File: config.mk
export PLATFORM = sky130hd
export DESIGN_NAME = lsic_top
export DESIGN_NICKNAME = d
export VERILOG_FILES = /design/src/design/lsic_pkg.sv /design/src/design/lsic_top.sv
export SDC_FILE = /design/constraint.sdc
export NUM_CORES = 1
export LEC_CHECK = 0
export ABC_AREA = 1
export BUFFER_PORTS_ARGS = -buffer_cell sky130_fd_sc_hd__buf_2
export CELL_PAD_IN_SITES_DETAIL_PLACEMENT = 0
export CELL_PAD_IN_SITES_GLOBAL_PLACEMENT = 1
export CORE_ASPECT_RATIO = 0.5
export CORE_MARGIN = 3
export CORE_UTILIZATION = 33
export DETAILED_ROUTE_END_ITERATION = 16
export PLACE_DENSITY = 0.7
export SKIP_CTS_REPAIR_TIMING = 1
export SLEW_MARGIN = 20
export SYNTH_ARGS = -nofsm -noshare
export SYNTH_HDL_FRONTEND = slang
export SYNTH_SLANG_ARGS = --single-unit
export TNS_END_PERCENT = 20
File: constraint.sdc
create_clock -name core_clk_i -period 2.8 [get_ports core_clk_i]
set_clock_uncertainty 0.1 [all_clocks]
set_input_delay 0.14 -clock core_clk_i [delete_from_list [all_inputs] [get_ports core_clk_i]]
set_output_delay 0.14 -clock core_clk_i [all_outputs]
set_load 0.01 [all_outputs]
File: src/design/lsic_pkg.sv
// package: constants and types for the led sink i2c control block
// Notes on behaviour
// - only writes accepted; reads are never acknowledged
// - two registers decoded: 00h and 01h
// - upper nibble backlight code, lower aux
// - code selects current fraction from table
// - enable bits D4..D0 map to sinks
// - level per group, on/off per sink
// - current limit halts switching while exceeded
// - over-temperature turns off both power switches
// - over-voltage halts switching until below hysteresis
// - disconnect closes on valid supply and enable
// - soft start waits for supply lockout release
// - respond only to target address 36h
// - acknowledge address, register and data bytes
package lsic_pkg;
	localparam logic [6:0] TARGET_ADDR      = 7'h36;
	localparam logic [7:0] REG_BRIGHT_ADDR  = 8'h00;
	localparam logic [7:0] REG_ENABLE_ADDR  = 8'h01;
	localparam logic [7:0] BRIGHT_RESET     = 8'h00;
	localparam logic [7:0] ENABLE_RESET     = 8'h00;
	localparam int         BL_CODE_MSB      = 7;
	localparam int         BL_CODE_LSB      = 4;
	localparam int         AUX_CODE_MSB     = 3;
	localparam int         AUX_CODE_LSB     = 0;
	localparam int         EN_MASK_MSB      = 4;
	// soft-start charge time and derived cycle count at 25 MHz
	localparam int         SOFT_START_US    = 300;
	localparam int         CLK_MHZ          = 25;
	localparam int         SOFT_START_CYC   = SOFT_START_US * CLK_MHZ;
	// protocol phases, one-hot
	typedef enum logic [4:0] {
		LSIC_IDLE = 5'b0_0001,
		LSIC_ADDR = 5'b0_0010,
		LSIC_REG  = 5'b0_0100,
		LSIC_DATA = 5'b0_1000,
		LSIC_SKIP = 5'b1_0000
	} lsic_phase_e;
	// per-sink on/off outputs
	typedef struct packed {
		logic backlight_sink_first_on;
		logic backlight_sink_second_on;
		logic aux_sink_first_on;
		logic aux_sink_second_on;
		logic aux_sink_third_on;
	} lsic_sink_s;
	// analog comparator inputs
	typedef struct packed {
		logic supply_ok;         // supply lockout released
		logic current_over;      // switch current above limit
		logic temp_over;         // junction at shutdown threshold
		logic temp_cool;         // junction below threshold minus hysteresis
		logic overvoltage_sense; // sense above upper threshold
		logic ov_below_low;      // sense below lower hysteresis level
	} lsic_sense_s;
endpackage

File: src/design/lsic_top.sv
// module: i2c write-only target with led register bank and power gating
`timescale 1ns/10ps
module lsic_top #(
	parameter int SOFT_START_CYCLES = lsic_pkg::SOFT_START_CYC
) (
	input  wire logic               core_clk_i,
	input  wire logic               resetn_i,
	input  wire logic               scl_i,
	input  wire logic               sda_i,
	output logic                    sda_o,
	output logic                    sda_oe_o,
	input  wire logic               enable_i,
	input  wire lsic_pkg::lsic_sense_s sense_i,
	output logic [3:0]              backlight_level_code_o,
	output logic [3:0]              aux_level_code_o,
	output logic [7:0]              backlight_fraction_o,
	output logic [7:0]              aux_fraction_o,
	output lsic_pkg::lsic_sink_s    sink_on_o,
	output logic                    disconnect_on_o,
	output logic                    switch_allow_o,
	output logic                    switch_off_o
);
	////////////////////////////////////////////////////////////////////////////////
	// fraction of full scale in half percent units
	function automatic logic [7:0] lsic_fraction(input logic [3:0] code);
		case (code)
			4'h0: lsic_fraction = 8'h00C8;
			4'h1: lsic_fraction = 8'h00A8;
			4'h2: lsic_fraction = 8'h008E;
			4'h3: lsic_fraction = 8'h0078;
			4'h4: lsic_fraction = 8'h0066;
			4'h5: lsic_fraction = 8'h0056;
			4'h6: lsic_fraction = 8'h0046;
			4'h7: lsic_fraction = 8'h003E;
			4'h8: lsic_fraction = 8'h0034;
			4'h9: lsic_fraction = 8'h002A;
			4'hA: lsic_fraction = 8'h0024;
			4'hB: lsic_fraction = 8'h001E;
			4'hC: lsic_fraction = 8'h001B;
			4'hD: lsic_fraction = 8'h0018;
			4'hE: lsic_fraction = 8'h0015;
			default: lsic_fraction = 8'h0012;
		endcase
	endfunction

	////////////////////////////////////////////////////////////////////////////////
	// pin synchronisers, two flops each
	logic [1:0] scl_sync;   // scl chain
	logic [1:0] sda_sync;   // sda chain
	logic [1:0] en_sync;    // enable chain
	logic       scl_d;      // delayed synced scl
	logic       sda_d;      // delayed synced sda
	logic [1:0] next_scl_sync;
	logic [1:0] next_sda_sync;
	logic [1:0] next_en_sync;
	always_comb begin
		next_scl_sync = {scl_sync[0], scl_i};
		next_sda_sync = {sda_sync[0], sda_i};
		next_en_sync  = {en_sync[0], enable_i};
	end
	always_ff @(posedge core_clk_i) begin
		if (!resetn_i) begin
			scl_sync <= 2'h3;
			sda_sync <= 2'h3;
			en_sync  <= 2'h0;
			scl_d    <= 1'b1;
			sda_d    <= 1'b1;
		end else begin
			scl_sync <= next_scl_sync;
			sda_sync <= next_sda_sync;
			en_sync  <= next_en_sync;
			scl_d    <= scl_sync[1];
			sda_d    <= sda_sync[1];
		end
	end
	// bus events from the synced pins
	logic scl_rise;
	logic scl_fall;
	logic start_c;
	logic stop_c;
	assign scl_rise = scl_sync[1] & ~scl_d;
	assign scl_fall = ~scl_sync[1] & scl_d;
	assign start_c  = scl_sync[1] & scl_d & sda_d & ~sda_sync[1];
	assign stop_c   = scl_sync[1] & scl_d & ~sda_d & sda_sync[1];

	////////////////////////////////////////////////////////////////////////////////
	// byte receiver and protocol state
	lsic_pkg::lsic_phase_e phase;      // current phase
	logic [3:0]            bit_cnt;    // bits received in byte, 9 = ack slot
	logic [7:0]            shift;      // incoming byte, msb first
	logic [7:0]            reg_ptr;    // latched register address
	logic                  ack_drive;  // pulling sda low
	logic [7:0]            bright;     // brightness register
	logic [7:0]            enables;    // enable register
	lsic_pkg::lsic_phase_e next_phase;
	logic [3:0]            next_bit_cnt;
	logic [7:0]            next_shift;
	logic [7:0]            next_reg_ptr;
	logic                  next_ack_drive;
	logic [7:0]            next_bright;
	logic [7:0]            next_enables;
	logic [7:0]            full_byte;  // shift value with the bit sampled on this rise
	always_comb begin
		next_phase     = phase;
		next_bit_cnt   = bit_cnt;
		next_shift     = shift;
		next_reg_ptr   = reg_ptr;
		next_ack_drive = ack_drive;
		next_bright    = bright;
		next_enables   = enables;
		full_byte      = {shift[6:0], sda_sync[1]};
		if (start_c) begin
			// start or repeated start
			next_phase     = lsic_pkg::LSIC_ADDR;
			next_bit_cnt   = 4'h0;
			next_ack_drive = 1'b0;
		end else if (stop_c) begin
			next_phase     = lsic_pkg::LSIC_IDLE;
			next_ack_drive = 1'b0;
		end else if (phase != lsic_pkg::LSIC_IDLE && phase != lsic_pkg::LSIC_SKIP) begin
			if (scl_rise && bit_cnt < 4'h8) begin
				// sample on rising scl, msb first
				next_shift   = full_byte;
				next_bit_cnt = bit_cnt + 4'h1;
			end else if (scl_fall && bit_cnt == 4'h8) begin
				// eighth bit done: decide ack for ninth clock
				case (phase)
					lsic_pkg::LSIC_ADDR: begin
						if (shift[7:1] == lsic_pkg::TARGET_ADDR && !shift[0]) begin
							next_ack_drive = 1'b1;
							next_phase     = lsic_pkg::LSIC_REG;
						end else begin
							next_phase     = lsic_pkg::LSIC_SKIP;
						end
					end
					lsic_pkg::LSIC_REG: begin
						next_ack_drive = 1'b1;
						next_reg_ptr   = shift;
						next_phase     = lsic_pkg::LSIC_DATA;
					end
					lsic_pkg::LSIC_DATA: begin
						next_ack_drive = 1'b1;
						if (reg_ptr == lsic_pkg::REG_BRIGHT_ADDR) begin
							next_bright = shift;
						end else if (reg_ptr == lsic_pkg::REG_ENABLE_ADDR) begin
							next_enables = {3'h0, shift[lsic_pkg::EN_MASK_MSB:0]};
						end
						next_phase = lsic_pkg::LSIC_REG;
					end
					default: next_phase = lsic_pkg::LSIC_IDLE;
				endcase
				next_bit_cnt = 4'h9;
			end else if (scl_fall && bit_cnt == 4'h9) begin
				// ninth clock over: release sda
				next_ack_drive = 1'b0;
				next_bit_cnt   = 4'h0;
			end
		end
	end
	always_ff @(posedge core_clk_i) begin
		if (!resetn_i) begin
			phase     <= lsic_pkg::LSIC_IDLE;
			bit_cnt   <= 4'h0;
			shift     <= 8'h00;
			reg_ptr   <= 8'h00;
			ack_drive <= 1'b0;
			bright    <= lsic_pkg::BRIGHT_RESET;
			enables   <= lsic_pkg::ENABLE_RESET;
		end else begin
			phase     <= next_phase;
			bit_cnt   <= next_bit_cnt;
			shift     <= next_shift;
			reg_ptr   <= next_reg_ptr;
			ack_drive <= next_ack_drive;
			bright    <= next_bright;
			enables   <= next_enables;
		end
	end
	// open drain: drive low only during ack
	assign sda_o    = 1'b0;
	assign sda_oe_o = ack_drive;

	////////////////////////////////////////////////////////////////////////////////
	// register fields to sink controls
	assign backlight_level_code_o = bright[lsic_pkg::BL_CODE_MSB:lsic_pkg::BL_CODE_LSB];
	assign aux_level_code_o       = bright[lsic_pkg::AUX_CODE_MSB:lsic_pkg::AUX_CODE_LSB];
	assign backlight_fraction_o   = lsic_fraction(backlight_level_code_o);
	assign aux_fraction_o         = lsic_fraction(aux_level_code_o);
	assign sink_on_o              = enables[lsic_pkg::EN_MASK_MSB:0];

	////////////////////////////////////////////////////////////////////////////////
	// power gating: disconnect, soft start, protections
	logic        disc_on;    // disconnect switch closed
	logic        hot;        // thermal shutdown latched
	logic        ov_hold;    // over-voltage latched
	logic [15:0] ss_cnt;     // output charge timer
	logic        next_disc_on;
	logic        next_hot;
	logic        next_ov_hold;
	logic [15:0] next_ss_cnt;
	logic        ss_done;
	assign ss_done = (ss_cnt >= 16'(SOFT_START_CYCLES));
	always_comb begin
		next_disc_on = sense_i.supply_ok & en_sync[1];
		next_ss_cnt  = ss_cnt;
		if (!next_disc_on) begin
			next_ss_cnt = 16'h0000;
		end else if (!ss_done) begin
			next_ss_cnt = ss_cnt + 16'h0001;
		end
		next_hot = hot;
		if (sense_i.temp_over) begin
			next_hot = 1'b1;
		end else if (sense_i.temp_cool) begin
			next_hot = 1'b0;
		end
		next_ov_hold = ov_hold;
		if (sense_i.overvoltage_sense) begin
			next_ov_hold = 1'b1;
		end else if (sense_i.ov_below_low) begin
			next_ov_hold = 1'b0;
		end
	end
	always_ff @(posedge core_clk_i) begin
		if (!resetn_i) begin
			disc_on <= 1'b0;
			hot     <= 1'b0;
			ov_hold <= 1'b0;
			ss_cnt  <= 16'h0000;
		end else begin
			disc_on <= next_disc_on;
			hot     <= next_hot;
			ov_hold <= next_ov_hold;
			ss_cnt  <= next_ss_cnt;
		end
	end
	assign disconnect_on_o = disc_on & ~hot;
	assign switch_allow_o  = disc_on & ss_done & ~hot & ~ov_hold & ~sense_i.current_over;
	assign switch_off_o    = ~switch_allow_o;

	////////////////////////////////////////////////////////////////////////////////
	// assertions
	read_never_acked_a: assert property (@(posedge core_clk_i) disable iff (!resetn_i)
		(phase == lsic_pkg::LSIC_ADDR && scl_fall && bit_cnt == 4'h8 && shift[0])
		|=> !ack_drive) else $error("read address acked");
	addr_match_ack_a: assert property (@(posedge core_clk_i) disable iff (!resetn_i)
		(phase == lsic_pkg::LSIC_ADDR && scl_fall && bit_cnt == 4'h8 &&
		 shift == {lsic_pkg::TARGET_ADDR, 1'b0}) |=> ack_drive) else $error("no address ack");
	wrong_addr_skip_a: assert property (@(posedge core_clk_i) disable iff (!resetn_i)
		(phase == lsic_pkg::LSIC_ADDR && scl_fall && bit_cnt == 4'h8 &&
		 shift[7:1] != lsic_pkg::TARGET_ADDR) |=> phase == lsic_pkg::LSIC_SKIP)
		else $error("foreign address not skipped");
	bright_write_a: assert property (@(posedge core_clk_i) disable iff (!resetn_i)
		(phase == lsic_pkg::LSIC_DATA && scl_fall && bit_cnt == 4'h8 &&
		 reg_ptr == lsic_pkg::REG_BRIGHT_ADDR) |=> bright == $past(shift))
		else $error("brightness not written");
	enable_mask_a: assert property (@(posedge core_clk_i) disable iff (!resetn_i)
		enables[7:5] == 3'h0) else $error("enable upper bits set");
	ack_release_a: assert property (@(posedge core_clk_i) disable iff (!resetn_i)
		$fell(ack_drive) |-> ($past(stop_c) || $past(start_c) || $past(bit_cnt) == 4'h9))
		else $error("ack released early");
	overcurrent_halt_a: assert property (@(posedge core_clk_i) disable iff (!resetn_i)
		sense_i.current_over |-> !switch_allow_o) else $error("switching over limit");
	thermal_off_a: assert property (@(posedge core_clk_i) disable iff (!resetn_i)
		sense_i.temp_over |=> (!switch_allow_o && !disconnect_on_o))
		else $error("hot but switching");
	ov_halt_a: assert property (@(posedge core_clk_i) disable iff (!resetn_i)
		sense_i.overvoltage_sense |=> !switch_allow_o) else $error("ov but switching");
	lockout_hold_a: assert property (@(posedge core_clk_i) disable iff (!resetn_i)
		!sense_i.supply_ok |=> (!disconnect_on_o && ss_cnt == 16'h0000))
		else $error("started in lockout");
	restart_cov_c: cover property (@(posedge core_clk_i) disable iff (!resetn_i)
		start_c && phase != lsic_pkg::LSIC_IDLE);
	write_cov_c:  cover property (@(posedge core_clk_i) disable iff (!resetn_i)
		$changed(bright));
	enable_cov_c: cover property (@(posedge core_clk_i) disable iff (!resetn_i)
		$changed(enables));
	switch_cov_c: cover property (@(posedge core_clk_i) disable iff (!resetn_i)
		$rose(switch_allow_o));
endmodule

Word-level counts from Yosys, hierarchy flattened --
Memory sizes are Yosys's and may differ from the RTL's. A register that Yosys moved wholly into a read port is not among the register bits. Cells that the tools add are included.
Operators by class: add/subtract/negate cells 2, reduce and logical (&&, ||, !) cells 25, bitwise operators 26, muxes and demuxes 22, $lt $le $gt $ge 2, equal/unequal tests 12
Operators with widths (count):
- 2-to-1 mux 4 bit | 7
- adder 16 x 1 -> 16 bit (second input constant) | 1
- >= comparator 16 x 13 -> 1 bit (second input constant) | 1
- one-hot mux 5 bit (3 select lines) | 1
- bitwise AND 1 bit | 13
- inverter 1 bit | 13
- 2-to-1 mux 2 bit | 5
- AND reduction 3 bit | 3
- nonzero test 3 bit | 3
- equality test 4 bit (second input constant) | 2
- equality test 8 x 1 -> 1 bit (second input constant) | 1
- zero test 8 bit | 1
- AND reduction 8 bit | 1
- equality test 7 x 6 -> 1 bit (second input constant) | 1
- 2-to-1 mux 1 bit | 7
- AND reduction 7 bit | 1
- != test 3 bit (second input constant) | 2
- AND reduction 6 bit | 1
- nonzero test 2 bit | 3
- equality test 5 x 2 -> 1 bit (second input constant) | 1
- equality test 5 x 3 -> 1 bit (second input constant) | 1
- equality test 5 x 4 -> 1 bit (second input constant) | 1
- logical AND 1 bit | 5
- 2-to-1 mux 5 bit | 1
- 12 further kinds | 13
Storage, ports and cells: memory bits (read-only) 256, flip-flop bits (word level) 66, output and inout bits 34, memories 2
Memories:
- (name not given) | depth 16, bits a word 8, rd ports 1, clocked after Yosys merged registers in 1, write ports 0, line lsic_top.sv:26 | case (code)
- (name not given) | depth 16, bits a word 8, rd ports 1, clocked after Yosys merged registers in 1, write ports 0, line lsic_top.sv:26

Logic depth before layout (Yosys ltp) --
Gate-level depths: netlist of run 1.
depth after elaboration 9, gate-level depth with buffers 16, gate-level depth less buffers 15

Worst setup path after synthesis of run 1 --
OpenSTA, ideal clock, no wires.
path type register -> register, start point register bit_cnt[0], end point register, netlist name aux_fraction_o[1], arrival 1996 ps, setup slack 587 ps, period minus slack after synthesis 2213 ps, stages on the path, launching flop included 16, buffers on the path 1, cells stage by stage dfxtp_1 -> inv_1 -> ha_1 -> nand3_1 -> nor2_2 -> buf_4 -> nand4_1 -> nand2_1 -> inv_2 -> nor2_1 -> inv_1 -> ha_1 -> nand3_1 -> nand2_1 -> nand2_1 -> nand2_1
On the way: word-level cells in the longest chain between the ends 6, elaborated cells on any way between the ends 8
Ends and longest elaborated chain:
- start, declared | line lsic_top.sv:89 | logic [3:0] bit_cnt;
- start signal, assigned | line lsic_top.sv:171 | bit_cnt <= next_bit_cnt;
- less-than comparator 4 bit | line lsic_top.sv:121 | if (scl_rise && bit_cnt < 4'h8) begin
- logical AND 1 bit | line lsic_top.sv:121
- inverter 1 bit (no line)
- AND reduction 7 bit (no line) *
- 2-to-1 mux 4 bit (no line) * (2 in a row)
Mark *: on every way between the ends. The rest lies on a longest branch, timed or not. A chain may end at the register's enable or synchronous reset.

Worst setup path in the final report of run 1 --
start point register bit_cnt[1], end point register, netlist name aux_fraction_o[5]
On the way: word-level cells in the longest chain between the ends 6, elaborated cells on any way between the ends 8
Ends and longest elaborated chain (line):
- less-than comparator 4 bit | lsic_top.sv:121
- logical AND 1 bit | lsic_top.sv:121
- inverter 1 bit (no line)
- AND reduction 7 bit (no line) *
- 2-to-1 mux 4 bit (no line) * (2 in a row)
Marks and branches as above.

==> results of run 1 <==
registers in the layout, summed over array words and instances (netlist names):
register,cells
sda_d,1
phase,5
scl_sync,2
en_sync,2
sda_sync,2
ss_cnt,16
enables,5
disc_on,1
bright,8
hot,1
bit_cnt,4
backlight_fraction_o,8
sda_oe_o,1
scl_d,1
shift,8
ov_hold,1
aux_fraction_o,8
reg_ptr,8
power breakdown:
part / total, uW / switching [uW] / internal [uW]
clock network: 1150 / 443 / 708
registers: 1180 / 7.20 / 1180
logic: 68.8 / 43.4 / 25.5
cells by family after synthesis:
kind of cell / Yosys count / synth area share [%]
AOI/OAI and AO/OA: 84 / 11.6
adders and majority gates: 14 / 4.60
buffers and inverters: 95 / 10.3
xor gates and xnor gates: 8 / 1.84
and+or+nand+nor: 227 / 28.5
DFF: 82 / 43.1
other: 1 / 0.0985
metal layers:
layer | up-vias | global-route usage [%] | wire, um
li1 | 1733 | - | -
met1 | 1449 | 18.4 | 4260
met2 | 54 | 21.1 | 3630
met3 | 2 | 4.37 | 323
met4 | 0 | 3.55 | 33
met5 | - | 0 | 0
final cells by class:
class,count,share of cell area (%)
Tap cell,145,4.02
Sequential cell,82,36.4
Inverter,80,6.71
Clock inverter,3,0.887
Clock buffer,12,5.46
Multi-Input combinational cell,334,39.3
Timing Repair Buffer,56,7.21
worst min path at each step:
stage | start | endpoint | slack [ns] | depth (start not counted)
6_report | sense_i[2] | hot$_SDFFE_PN0P_ | 0.004 | 4
5_1_grt | sense_i[2] | hot$_SDFFE_PN0P_ | 0.03 | 4
4_1_cts | enable_i | en_sync[0]$_SDFF_PN0_ | -0.12 | 3
3_5_place_dp | enable_i | en_sync[0]$_SDFF_PN0_ | 0.23 | 3
3_3_place_gp | enable_i | en_sync[0]$_SDFF_PN0_ | 0.23 | 3
2_1_floorplan | enable_i | en_sync[0]$_SDFF_PN0_ | 0.14 | 2
cell usage in the layout, fill, tap and decap left out, types with 5 or more instances in the layout:
cell / n
nand4_1: 14
nor2_1: 41
nor3_1: 6
xor2_1: 8
inv_1: 74
buf_4: 8
ha_1: 14
o21ai_0: 24
o21ai_1: 8
dlygate4sd3_1: 5
nand2_4: 5
inv_2: 5
buf_2: 43
a21oi_1: 45
nand2_1: 100
nand3_1: 36
dfxtp_1: 82
nand2_2: 5
clkbuf_16: 9
metrics by stage:
stage / instance area [um^2] / std cells
2_1_floorplan: 3810 / 511
3_3_place_gp: 4180 / 692
3_5_place_dp: 4180 / 692
4_1_cts: 4460 / 707
5_1_grt: 4510 / 712
6_report: 4510 / 712
critical path: stages (launching register included):
cell	delay [ns]
dfxtp_1	0.31
inv_1	0.12
ha_1	0.19
nand3_1	0.10
nor2_2	0.31
nand4_1	0.14
nand2_1	0.15
inv_2	0.06
nor2_1	0.22
inv_1	0.11
ha_1	0.32
nand3_1	0.09
nand2_1	0.08
nand2_1	0.06
nand2_1	0.05
==> summary.txt, run 1 <==
STA
  – Tcrit/Tclk final: 89.4%
  – Final setup vio count: 0
  – Max Clk Rate: between 0.3 and 0.4 GHz
  – Slew margin rel.: between 60% and 70%
  – Setup TNS: 0 ns
  – Final WS setup: about 0.30 ns
  – Unrepaired setup endpoints after global routing: no
  – Final hold vios: 0
  – Min Tclk post-route: 2.50 ns
  – Hold Worst Slack: 0.00434 ns
  – Final slew viol count: 0
  – Worst slew pin tran: 0.504 ns

Floorplan
  – Initial core utilization: 34.3%
  – FP Rows: 27
  – Die Ht: 82.0 um
  – DIE AREA: ~13000 um^2
  – CORE AREA: around 11000 um^2
  – Die span in x: roughly 160 um
  – IO Count: 45

Layout
  – Register area: 1640 um^2
  – Fin nets: 588
  – Multi-input logic area: 1770 um^2
  – Area growth syn-to-layout: 18.5%
  – Diode count: 0
  – Share of layout cells above drive strength 1: between 10% and 20%
  – FILL cells: 1174
  – Util after Layout: 40.6%

Synth
  – Yosys reg bits: 82
  – Syn Area/Cell: 7.45 um^2
  – Fraction of registers with async set/reset: 0%
  – Cell Area, Synth: 3810 um^2
  – Yosys warns: 0
  – Main synth FF type: dfxtp_1
  – Synth area leaders: dfxtp_1 (43%), nand2_1 (9.9%), inv_1 (7.3%)
  – Sequential share of the synthesized area: 43.1%
  – Post-synth EDFFs: 0
  – Area leader, netlist: dfxtp_1
  – Syn Nets: 536
  – Post-synthesis cell count: 511
  – Top cells by count, synth: nand2_1 (100), dfxtp_1 (82), inv_1 (74), a21oi_1 (45), nor2_1 (41)
  – Share of the synthesized area in the top cell type: a little over two fifths
  – Synth cell types: 36
  – Most common cell in the netlist: nand2_1

Setup path
  – Setup crit start: bit_cnt[1]$_SDFFE_PP0P_
  – Critical path class: reg2reg
  – Crit path DAT: 2.63 ns
  – R2R setup slack: 0.30 ns
  – WP data required: 2.93 ns
  – Crit path capture type: flop
  – Reg2reg start: bit_cnt[1]$_SDFFE_PP0P_
  – FF-to-FF path depth: 14
  – Crit path max fanout: 8
  – Worst r2r dst: aux_fraction_o[5]$_DFF_P_
  – Crit path launch type: flop
  – Worst Setup EP: aux_fraction_o[5]$_DFF_P_

Routing
  – Total vias in the final route: 3238
  – Detailed Route Iter0 Violations: 157
  – Vias per cell: approximately 4.5
  – Post-route DRC: 0
  – Drt wl/cell: 11.6 um
  – DR pass1 iterations: 4
  – Final wirelength: 8240 um
  – ANT nets after route: 0

Clock network
  – Root Driver: clkbuf_16
  – Max clock buf depth: 2
  – TritonCTS clock tree: done
  – Clk_lat worst skew: 0.33 ns
  – CTS Buf Count: 9
  – Clock Sinks: 82
  – H-tree depth: 3
  – Clock slew at reported path FFs: roughly 0.06 ns

Global routing
  – Largest net degree at the start of global routing: 44
  – Global-route usage over all layers: 13.6%
  – Number of global-route vias before repair: 3001
  – First-pass GRT wire length: ~14000 um
  – Initial antenna violation count: 0
  – Grt total ovfl: 0

Outcome
  – Status: finished clean

Placed design
  – Pre-CTS setup slack: 0.325 ns
  – PortBufs: 43
  – Final HPWL DP: 5970 um
  – Final GP Congestion: 0.796

Pwr
  – Final Power: 2400 uW
  – Power density over the cells: between 500 and 600 nW/um^2
  – Worst VDD drop: approximately 0.26 mV
  – Leak: 0.00204 uW

Job
  – Maxcap violations: 0

Worst hold path
  – Worst Hold Class: in2reg
Power figures use the tool's default switching activity.
==> run 2, diff against run 1 <==
==> constraint.sdc (replaced) <==
create_clock -name core_clk_i -period 2.8 [get_ports core_clk_i]
set_clock_uncertainty 0.1 [all_clocks]
set_input_delay 0.42 -clock core_clk_i [delete_from_list [all_inputs] [get_ports core_clk_i]]
set_output_delay 0.42 -clock core_clk_i [all_outputs]
set_load 0.01 [all_outputs]
==> summary.txt, run 2 (synthesized netlist as in run 1, its figures left out) <==
STA
  – Min Tclk post-route: roughly 2.4 ns
  – Final slew viol count: 0
  – Final hold vios: 0
  – Setup TNS: 0 ns
  – Worst slew pin tran: 0.510 ns
  – Slew margin rel.: 66.0%
  – Final setup vio count: 0
  – Max Clk Rate: 0.419 GHz
  – Tcrit/Tclk final: 85.2%
  – Unrepaired setup endpoints after global routing: no

Routing
  – Detailed Route Iter0 Violations: 154
  – DR pass1 iterations: 4
  – Drt wl/cell: approximately 12 um
  – ANT nets after route: 0
  – Vias per cell: around 4.5
  – Post-route DRC: 0
  – Total vias in the final route: 3204
  – Final wirelength: 8300 um

Layout
  – Most common cell after layout, fill and taps aside: nand2_1
  – FILL cells: approximately 1200
  – Share of layout cells above drive strength 1: between 15 and 20%
  – Largest register by flop count: ss_cnt
  – Max FFs per register: 16
  – Most frequent cells in the layout: nand2_1 (100), dfxtp_1 (82), inv_1 (74)
  – Diode count: 0
  – Area growth syn-to-layout: 16.9%
  – Fin nets: 583
  – Non-filler cells, final: roughly 710

Global routing
  – Global-route usage over all layers: 13.5%
  – Initial antenna violation count: 0
  – Largest net degree at the start of global routing: 44
  – First-pass GRT wire length: 14000 um
  – Number of global-route vias before repair: between 2000 and 3000
  – Grt total ovfl: 0

Clock network
  – H-tree depth: 3
  – Clock slew at reported path FFs: about 0.06 ns
  – CTS Buf Count: 9
  – Clk_lat worst skew: ~0.33 ns
  – Clock Sinks: just over 80
  – Root Driver: clkbuf_16
  – Max clock buf depth: 2
  – TritonCTS clock tree: done

Setup path
  – Crit path max fanout: 6
  – WP data required: 2.91 ns
  – Crit path capture type: flop
  – FF-to-FF path depth: 14
  – Crit path launch type: flop
  – Critical path class: reg2reg
  – Crit path DAT: 2.50 ns

Pwr
  – Net switching power: between 400 and 500 uW
  – Combinational power share: under 10%
  – Worst VDD drop: roughly 0.25 mV
  – Sw Share: 20.7%
  – Clock Power Share: 47.2%
  – Power density over the cells: 532 nW/um^2
  – Share of total power in sequential cells: 50.1%
  – Leak: 0.00202 uW
  – Internal Pwr Total: 1870 uW

Floorplan
  – Initial core utilization: between 30 and 40%
  – FP Rows: 27
  – IO Count: 45
  – CORE AREA: 11100 um^2
  – Die span in x: ~160 um
  – DIE AREA: between 10000 and 15000 um^2
  – Die Ht: 82.0 um

Worst hold path
  – Worst Hold Class: in2reg
  – Hold Path Depth: 3

Outcome
  – Status: finished clean

Job
  – Maxcap violations: 0

Placed design
  – Placed insts: 692
  – PortBufs: 43
  – Final HPWL DP: 6040 um
  – Final GP Congestion: 0.830
[run 2: cell count changes in the layout (fill, tap and decap cells not counted)]
cell and delta:
clkbuf_8 -1, clkbuf_1 -1, clkinv_2 +1, dlygate4sd3_1 -5
[run 2: cell type report]
cell class,count,area [um^2],area share [%]
multi-input cells,334,1770,39.9
flip-flops and latches,82,1640,36.9
inverters,80,303,6.81
repair buffers,51,275,6.19
clock buffers,10,229,5.15
well taps,145,181,4.08
clock inverters,4,45.0,1.01
[run 2: worst max-delay path, cell delays in order, from the launching register on]
cell	delay (ns)
dfxtp_1	0.34
inv_1	0.10
ha_1	0.17
nand3_1	0.09
nor2_2	0.24
nand4_1	0.12
nand2_1	0.15
inv_2	0.06
nor2_1	0.22
inv_1	0.11
ha_1	0.31
nand3_1	0.09
nand2_1	0.07
nand2_1	0.06
nand2_1	0.04
[run 2: metal layers]
layer  wire length (um)  GRT usage [%]
met1               4340           18.8
met2               3560           20.7
met3                354           4.11
met4                 48           2.86
met5                  0              0
[run 2: final timing paths]
path	start	endpoint	slack, ns
worst min-delay path	enable_i	en_sync[0]$_SDFF_PN0_	0.18
worst min register to register	sda_sync[0]$_SDFF_PN1_	sda_sync[1]$_SDFF_PN1_	0.31
worst max-delay path	bit_cnt[0]$_SDFFE_PP0P_	aux_fraction_o[1]$_DFF_P_	0.41
worst max register to register	bit_cnt[0]$_SDFFE_PP0P_	aux_fraction_o[1]$_DFF_P_	0.41
[run 2: through the flow]
| stage | instance area (um^2) | util, % | power, uW | worst slack (ns) | hold WS, ns |
|---|---|---|---|---|---|
| 3_3_place_gp | 4180 | 37.6 | 1280 | 0.457 | 0.296 |
| 4_1_cts | 4450 | 40.0 | 2400 | 0.398 | 0.171 |
| 6_report | 4450 | 40.0 | 2360 | 0.414 | 0.180 |
| 2_1_floorplan | 3810 | - | 1250 | 0.587 | 0.290 |
| 5_1_grt | 4450 | 40.0 | 2450 | 0.165 | 0.176 |
| 3_5_place_dp | 4180 | 37.6 | 1280 | 0.416 | 0.305 |
[run 2: power groups by stage]
stage | clock network [uW] | registers, uW | logic (uW)
after floorplan | 0 | 1210 | 45.5
after global placement | 0 | 1210 | 65.1
after detailed placement | 0 | 1210 | 65.1
after CTS | 1150 | 1180 | 65.1
after global routing | 1190 | 1190 | 73.5
final | 1120 | 1190 | 64.2
